File: src/logic/scs_defs.vh
// Constants for the system clock source select block
`ifndef SCS_DEFS_VH
`define SCS_DEFS_VH
`define SCS_ADDR_CTRL 12'h000
`define SCS_ADDR_STAT 12'h004
`define SCS_ADDR_TUNE 12'h008
`define SCS_FOSC_ECH 2'h3
`define SCS_FOSC_ECM 2'h2
`define SCS_FOSC_ECL 2'h1
`define SCS_FOSC_INT 2'h0
`define SCS_SEL_FOSC 2'h0
`define SCS_SEL_TMR 2'h1
`define SCS_IRCF_RST 4'h7
`define SCS_IRCF_PLL 4'hE
`define SCS_IRCF_LF 4'h0
`define SCS_IRCF_HF_MIN 4'hB
`define SCS_CTRL_IRCF_LSB 3
`define SCS_CTRL_SPLL 7
`define SCS_TUNE_W 6
`define SCS_LAT_CYC 2'h2
`define SCS_LAT_END 2'h3
`define SCS_LOCK_CYC 16'h0040
`define SCS_STABLE_CYC 16'h0100
`endif

File: src/logic/scs_clock_select.v
// System clock source select with APB register access
//
// Design decisions made here: the APB slave port and the register addresses.
`timescale 1ns/1ps
`include "scs_defs.vh"
module scs_clock_select #(
	parameter LOCK_CYC = `SCS_LOCK_CYC,
	parameter STABLE_CYC = `SCS_STABLE_CYC
) (
	input wire pclk,
	input wire presetn,
	input wire psel,
	input wire penable,
	input wire pwrite,
	input wire [11:0] paddr,
	input wire [31:0] pwdata,
	output reg [31:0] prdata,
	output wire pready,
	output wire pslverr,
	input wire [1:0] fosc_cfg,
	input wire clock_output_enable_n,
	input wire pll_cfg_en,
	input wire clock_input_pin,
	input wire timer_osc_clk,
	input wire internal_16m_source,
	input wire internal_500k_source,
	input wire internal_31k_source,
	output reg sysclk_out,
	output reg clock_output_pin,
	output reg clock_output_oe,
	output reg clock_input_pin_is_gpio,
	output reg hf_enable,
	output reg mf_enable,
	output reg lf_enable,
	output reg pll_enable,
	output reg fast_start_en,
	output reg [5:0] tune_out,
	output reg osc_startup_timer_en
);
// ****************************************
// Pin and source synchronisers
// ****************************************
// Sources are sampled twice before any use; the selected clock is a
// pclk-sampled replica, so it can never be shorter than one pclk period
reg [4:0] src_m_r;
reg [4:0] src_s_r;
reg [1:0] fosc_m_r;
reg [1:0] fosc_s_r;
reg coe_m_r;
reg coe_s_r;
reg plc_m_r;
reg plc_s_r;
always @(posedge pclk or negedge presetn)
begin
	if (!presetn)
	begin
		src_m_r <= 5'h00;
		src_s_r <= 5'h00;
		fosc_m_r <= 2'h0;
		fosc_s_r <= 2'h0;
		coe_m_r <= 1'b1;
		coe_s_r <= 1'b1;
		plc_m_r <= 1'b0;
		plc_s_r <= 1'b0;
	end
	else
	begin
		src_m_r <= {internal_31k_source, internal_500k_source, internal_16m_source,
			timer_osc_clk, clock_input_pin};
		src_s_r <= src_m_r;
		fosc_m_r <= fosc_cfg;
		fosc_s_r <= fosc_m_r;
		coe_m_r <= clock_output_enable_n;
		coe_s_r <= coe_m_r;
		plc_m_r <= pll_cfg_en;
		plc_s_r <= plc_m_r;
	end
end
// ****************************************
// Registers
// ****************************************
reg [1:0] scs_r;
reg [3:0] ircf_r;
reg spll_r;
reg [5:0] tune_r;
reg [1:0] fosc_lat_r;
reg [1:0] lat_cnt_r;
wire wr_en = psel & penable & pwrite;
assign pready = 1'b1;
assign pslverr = 1'b0;
always @(posedge pclk or negedge presetn)
begin
	if (!presetn)
	begin
		scs_r <= `SCS_SEL_FOSC;
		ircf_r <= `SCS_IRCF_RST;
		spll_r <= 1'b0;
		tune_r <= 6'h00;
		fosc_lat_r <= `SCS_FOSC_INT;
		lat_cnt_r <= 2'h0;
	end
	else
	begin
		// Synchroniser is still in reset for two edges; latch only once it holds the pin
		if (lat_cnt_r != `SCS_LAT_END)
			lat_cnt_r <= lat_cnt_r + 2'h1;
		if (lat_cnt_r == `SCS_LAT_CYC)
			fosc_lat_r <= fosc_s_r;
		if (wr_en && paddr == `SCS_ADDR_CTRL)
		begin
			scs_r <= pwdata[1:0];
			ircf_r <= pwdata[`SCS_CTRL_IRCF_LSB+3:`SCS_CTRL_IRCF_LSB];
			spll_r <= pwdata[`SCS_CTRL_SPLL];
		end
		if (wr_en && paddr == `SCS_ADDR_TUNE)
			tune_r <= pwdata[5:0];
	end
end
// ****************************************
// Source enables and status
// ****************************************
wire int_sel = (fosc_lat_r == `SCS_FOSC_INT) | scs_r[1];
wire ircf_lf = (ircf_r == `SCS_IRCF_LF);
wire ircf_hf = (ircf_r >= `SCS_IRCF_HF_MIN);
wire pll_ok = (fosc_lat_r == `SCS_FOSC_INT) & (scs_r == `SCS_SEL_FOSC) &
	(ircf_r == `SCS_IRCF_PLL) & (spll_r | plc_s_r);
reg [15:0] hf_cnt_r;
reg hf_ready_flag;
reg hf_locked_flag;
reg hf_stable_flag;
reg mf_ready_flag;
reg lf_ready_flag;
reg hf_prev_r;
reg mf_prev_r;
reg lf_prev_r;
wire hf_edge = src_s_r[2] & ~hf_prev_r;
always @(posedge pclk or negedge presetn)
begin
	if (!presetn)
	begin
		hf_enable <= 1'b0;
		mf_enable <= 1'b0;
		lf_enable <= 1'b0;
		pll_enable <= 1'b0;
		fast_start_en <= 1'b0;
		tune_out <= 6'h00;
		osc_startup_timer_en <= 1'b0;
		clock_input_pin_is_gpio <= 1'b1;
		hf_cnt_r <= 16'h0000;
		hf_ready_flag <= 1'b0;
		hf_locked_flag <= 1'b0;
		hf_stable_flag <= 1'b0;
		mf_ready_flag <= 1'b0;
		lf_ready_flag <= 1'b0;
		hf_prev_r <= 1'b0;
		mf_prev_r <= 1'b0;
		lf_prev_r <= 1'b0;
	end
	else
	begin
		hf_enable <= int_sel & ircf_hf;
		mf_enable <= int_sel & ~ircf_lf;
		lf_enable <= int_sel & ircf_lf;
		pll_enable <= pll_ok;
		tune_out <= tune_r;
		osc_startup_timer_en <= 1'b0;
		clock_input_pin_is_gpio <= (fosc_lat_r == `SCS_FOSC_INT);
		fast_start_en <= hf_enable & ~hf_stable_flag;
		hf_prev_r <= src_s_r[2];
		mf_prev_r <= src_s_r[3];
		lf_prev_r <= src_s_r[4];
		// Ready means an edge seen while enabled; tolerance is approximated by edge count
		if (!hf_enable)
			hf_cnt_r <= 16'h0000;
		else if (hf_edge && hf_cnt_r != 16'hFFFF)
			hf_cnt_r <= hf_cnt_r + 16'h0001;
		hf_ready_flag <= hf_enable & (hf_cnt_r != 16'h0000);
		hf_locked_flag <= hf_enable & (hf_cnt_r >= LOCK_CYC);
		hf_stable_flag <= hf_enable & (hf_cnt_r >= STABLE_CYC);
		if (!mf_enable)
			mf_ready_flag <= 1'b0;
		else if (src_s_r[3] & ~mf_prev_r)
			mf_ready_flag <= 1'b1;
		if (!lf_enable)
			lf_ready_flag <= 1'b0;
		else if (src_s_r[4] & ~lf_prev_r)
			lf_ready_flag <= 1'b1;
	end
end
// ****************************************
// Clock mux and output pin
// ****************************************
// Switch only while both old and new replicas are low: no runt pulse
reg [2:0] cur_src_r;
reg [2:0] want_src;
always @*
begin
	if (scs_r == `SCS_SEL_TMR)
		want_src = 3'h1;
	else if (scs_r[1] || fosc_lat_r == `SCS_FOSC_INT)
		want_src = ircf_lf ? 3'h4 : (ircf_hf ? 3'h2 : 3'h3);
	else
		want_src = 3'h0;
end
wire cur_lvl = src_s_r[cur_src_r];
wire new_lvl = src_s_r[want_src];
always @(posedge pclk or negedge presetn)
begin
	if (!presetn)
	begin
		cur_src_r <= 3'h3;
		sysclk_out <= 1'b0;
		clock_output_pin <= 1'b0;
		clock_output_oe <= 1'b0;
	end
	else
	begin
		// Output already low one cycle, so the low phase spans at least two cycles
		if (want_src != cur_src_r && !sysclk_out && !cur_lvl && !new_lvl)
			cur_src_r <= want_src;
		sysclk_out <= cur_lvl;
		clock_output_pin <= sysclk_out;
		clock_output_oe <= ~coe_s_r;
	end
end
// ****************************************
// Read mux
// ****************************************
always @*
begin
	prdata = 32'h00000000;
	case (paddr)
	`SCS_ADDR_CTRL: prdata = {24'h000000, spll_r, ircf_r, 1'b0, scs_r};
	`SCS_ADDR_STAT: prdata = {25'h0000000, fosc_lat_r, lf_ready_flag, mf_ready_flag,
		hf_stable_flag, hf_locked_flag, hf_ready_flag};
	`SCS_ADDR_TUNE: prdata = {26'h0000000, tune_r};
	default: prdata = 32'h00000000;
	endcase
end
endmodule // scs_clock_select

File: config.mk
export PLATFORM = sky130hd
export DESIGN_NAME = scs_clock_select
export DESIGN_NICKNAME = d
export VERILOG_FILES = /design/src/logic/scs_clock_select.v
export VERILOG_INCLUDE_DIRS = /design/src /design/src/logic
export SDC_FILE = /design/constraint.sdc
export NUM_CORES = 1
export LEC_CHECK = 0
export ABC_AREA = 1
export BUFFER_PORTS_ARGS = -buffer_cell sky130_fd_sc_hd__buf_2
export CORE_UTILIZATION = 55
export DETAILED_ROUTE_END_ITERATION = 16
export MAX_ROUTING_LAYER = met4
export PLACE_DENSITY_LB_ADDON = 0.12
export SYNTH_ARGS = -nofsm -noshare
export SYNTH_HDL_FRONTEND = slang
export SYNTH_SLANG_ARGS = --single-unit
File: constraint.sdc
create_clock -name pclk -period 3.13 [get_ports pclk]
set_input_delay 0.626 -clock pclk [delete_from_list [all_inputs] [get_ports pclk]]
set_output_delay 0.626 -clock pclk [all_outputs]
set_load 0.005 [all_outputs]
* Word level (Yosys, flattened, before mapping)
Cells that the tools add are included.
** Storage, ports and cells
- Bits in registers :: 77
- Input bits :: 58
- Output and inout port bits :: 50
- Logic and storage cells :: 105
** Cells by class
- Add/sub/neg operators :: 2
- Order comparisons :: 5
- Eq/ne operators :: 11
- Multiplexer cells :: 15
- Bitwise gates (word level) :: 23
- Reductions and logical operators :: 15
** Operators by type and width (number)
- $mux 16 :: 2
- $pmux 8 s3 :: 1
- $add 16x1->16 const B :: 1
- $ge 16x7->1 const B :: 1
- $ge 16x9->1 const B :: 1
- $ne 16x16->1 const B :: 1
- $reduce_bool 16->1 :: 1
- $and 1x1->1 :: 15
- $eq 12x3->1 const B :: 1
- $eq 12x4->1 const B :: 1
- $logic_not 12->1 :: 1
- $mux 3 :: 3
- $lt 3x4->1 const B :: 2
- $mux 1 :: 7
- $bmux 1 s3 :: 2
- $logic_and 1x1->1 :: 6
- $ne 2x1->1 const B :: 3
- $not 1->1 :: 6
- $eq 4x4->1 const B :: 1
- $ge 4x4->1 const B :: 1
- $logic_not 2->1 :: 2
- $logic_not 4->1 :: 1
- $logic_not 1->1 :: 3
- $ne 3x3->1 :: 1
- 6 further kinds :: 7

* Depth between registers and ports, before layout
- Word-level depth :: 9
- Depth in mapped cells :: 13
- Depth with buffers taken out :: 13

* Worst setup path after synthesis
Ideal clock, no wire load.
- Path type :: input -> output
- Start :: input port paddr[11]
- End :: output port prdata[4]
- Arrival time :: 1497 ps
- Data required time :: 2504 ps
- Setup slack :: 1007 ps
- Stages :: 7
- Path buffers :: 0
- Path through :: nor2_1 -> nand2_1 -> nor2_1 -> nand2_1 -> nor3_2 -> inv_1 -> o221ai_1
** Between the ends
- Cells in the longest elaborated chain, start to end :: 2
- Elaborated cells between the ends (all ways) :: 4
- Classes of those cells :: eq/ne (2); mux (1); reduce/logical (1)
** RTL lines
- start: declaration :: line scs_clock_select.v:15 : input wire [11:0] paddr,
- $eq 12x4->1 (tied with other cells) :: line scs_clock_select.v:232 : case (paddr)
- $pmux 8 s3 (*) :: line scs_clock_select.v:232
- end: declaration :: line scs_clock_select.v:17 : output reg [31:0] prdata,
Every way passes the cells marked *; elsewhere a longest branch is shown, timed or not.

* Final worst setup path
- Start :: input port paddr[11]
- End :: output port prdata[5]
The elaborated chain is that of the path after synthesis.

==> impl_metrics.tcl <==
set metrics [dict create \
    final-seq-area_um2 1940 \
    period_needed_ns 2.60 \
    synth_warnings 0 \
    synth-seq-cells 77 \
    grt.overflow.total 0 \
    design_power_total_mw 2.17 \
    setup_tns_ns 0 \
    cts.sinks 77 \
    cts_inserted_buffers 9 \
    worst_slew_pin_slew_ns 0.918 \
    syn_inst 392 \
    pd_cells_nw_per_um2 535 \
    cts_root_buf "sky130_fd_sc_hd__clkbuf_8" \
    mostFrequentLayoutCell "sky130_fd_sc_hd__nand2_1" \
    multi_input_comb_area_um2 1270 \
    fp.dieW_um 82.5 \
    criticalPathCategory "in -> out" \
    slew_viol_final 0 \
    wl_per_cell_um 12.0 \
    cell_accounting_for_the_most_synthesized_area "sky130_fd_sc_hd__dfrtp_1" \
    rows 28 \
    number_of_antenna_repair_diodes 0 \
    drt_first_iter_violations 110 \
    avgViaCountPerCell 4.92 \
    post_synth_num_cell_types 43 \
    clock_skew_ns 0.00864 \
    layout_worst_path_cycle_share_pct 82.9 \
    maxSlewHeadroom_pct 38.8 \
    fillers 503 \
    post_route_hold_slack_ns 0.350 \
    floorplan.core_area_um2 6100 \
    finalHoldViolations 0 \
    startpoint_type "input pin" \
    dieHeight_um 82.5 \
    number_of_global_route_vias_before_repair 2473 \
    maximum_root_to_sink_buffer_count 2 \
    post_cts_hold_buffer_count 0 \
    type_of_element_capturing_the_critical_path "output port" \
    drive_gt1_share_pct 23.6 \
    clk_transition_reported_paths_ns 0.07 \
    nNetsFinal 515 \
    dp.final_hpwl_um 4550 \
    critical_path.cell_chain "buf_2 > nor2_1 > nand2_1 > nor2_1 > nand2_1 > nor3_2 > inv_1 > o221ai_1 > buf_2" \
    cpLargestDelayFamily "simple AND/OR/NAND/NOR gates" \
    setup_viol_count_final 0 \
    synthToLayoutAreaGrowth_pct 13.7 \
    synth_top_area_share_pct 48.4 \
    maxCapViolations 0 \
    yosysSeqAreaShare_pct 54.3 \
    final_cell_mix "sky130_fd_sc_hd__nand2_1 (75), sky130_fd_sc_hd__dfrtp_1 (69), sky130_fd_sc_hd__buf_2 (55)" \
    p_leak_nw 2.01 \
    floorplan.io_pins 108 \
    final_weighted_congestion_in_routability_driven_placement 0.845 \
    postLayoutCoreUtil_pct 66.5 \
    clock.fmax_mhz 385 \
    worst_ep_required_time_ns 2.50 \
    timing.critical_path.arrival_ns 1.97 \
    synth.top_cells.by_area "sky130_fd_sc_hd__dfrtp_1 (48%), sky130_fd_sc_hd__nand2_1 (7.9%), sky130_fd_sc_hd__dfstp_2 (5.9%)" \
    synth-edff-count 0 \
    routed_wl_um 6380 \
    async_reset_ff_share_pct 100 \
    clock_h_tree_levels 3 \
    antenna_violating_nets_left 0 \
    grt_max_degree 78 \
    syn-cell-area_um2 3560 \
    clkLatencyLatePin_ns 0.35 \
    drcViolationCount 0 \
    global_route_wire_length_before_repair_um 10700 \
    worst_ir_drop_vdd_uv 394 \
    placedInstanceArea_um2 3810 \
    crit_slowest_cell "sky130_fd_sc_hd__nor3_2" \
    status "complete, no violations" \
    post-cts-setup-buffers 0 \
    critPathBufInv 3 \
    initial_utilization_pct 58.5 \
    detailroute.via_count 2620 \
    final_design_area_no_fill_um2 4050 \
    detail_route.first_pass.iterations 4 \
    grt_antenna_before_repair 0 \
    buffer_ports.inserted 56 \
    synthFlopType "sky130_fd_sc_hd__dfrtp_1" \
    tritoncts "built" \
    grt_util_all_layers_pct 21.8 \
    postSynthAreaPerCell_um2 9.09 \
    fp.dieArea_um2 6810 \
    worst-path-max-fanout 5 \
    grt_setup_unrepaired "no" \
    cts-resized-gates 0 \
    worstSetupStartpoint "paddr[11]" \
    critical-path-max-stage-delay_ns 0.31 \
    timing.hold.worst.class "reg -> reg" \
    r2r-start "hf_cnt_r[0]$_DFFE_PN0P_" \
    worst_hold_startpoint "src_m_r[4]$_DFF_PN0_" \
]
## power by group
group,switching (mW),internal (mW)
logic,0.112,0.0688
clock network,0.359,0.555
registers,0.0291,1.05
## logic make-up after synthesis
family	Yosys count	synth area share, %
AND/OR/NAND/NOR	166	22.2
buffers and inverters	90	12.6
flip-flops	77	54.3
AO/OA/AOI/OAI	50	8.42
adder cells (fa/ha/maj)	4	1.40
other	2	0.211
XOR/XNOR	2	0.491
multiplexers	1	0.316
## metrics by stage
| step | setup WS [ns] | instances |
|---|---|---|
| 4_1_cts | 0.526 | 533 |
| 5_1_grt | 0.399 | 533 |
| 3_3_place_gp | 0.548 | 517 |
| 2_1_floorplan | 1.01 | 417 |
| 6_report | 0.534 | 533 |
| 3_5_place_dp | 0.532 | 517 |
## per-layer routing
layer	wire length, um	global-route usage (%)
met3	430	6.37
met5	0	-
met1	2900	26.5
met2	2950	34.0
met4	102	9.31
## cells in the mapped netlist (all sizes together) (2+ instances only)
master / number
nand3: 23
nand2: 80
o211ai: 4
ha: 4
and3: 3
dfstp: 8
nand4: 10
nor3: 11
buf: 31
dfrtp: 69
inv: 58
conb: 2
o21ai: 26
a21oi: 11
nor2: 35
a21boi: 2
o221ai: 2
## final cells by class
class / instances / area share [%]
sequential: 77 / 47.8
clock buffer: 11 / 3.49
timing repair buffer: 56 / 6.98
tap: 75 / 2.31
inverter: 59 / 5.46
clock inverter: 5 / 2.62
multi-input combinational: 250 / 31.4
## final timing paths
kind / slack (ns) / cells after the start / end
max: 0.53 / 9 / prdata[5]
min: 0.35 / 0 / src_s_r[4]$_DFF_PN0_
max reg2reg: 1.35 / 8 / hf_cnt_r[14]$_DFFE_PN0P_
min reg2reg: 0.35 / 0 / src_s_r[4]$_DFF_PN0_
max in group asynchronous: 2.13 / 1 / src_s_r[0]$_DFF_PN0_
min in group asynchronous: 0.41 / 1 / tune_out[3]$_DFF_PN0_
## registers in the layout, indices dropped and copies added, names as in the netlist, 2 cells and up
name and flops:
tune_out 6, scs_r 2, hf_cnt_r 16, fosc_lat_r 2, cur_src_r 3, fosc_s_r 2, ircf_r 4, lat_cnt_r 2
src_m_r 5, fosc_m_r 2, tune_r 6, src_s_r 5
Power figures use the tool's default switching activity.
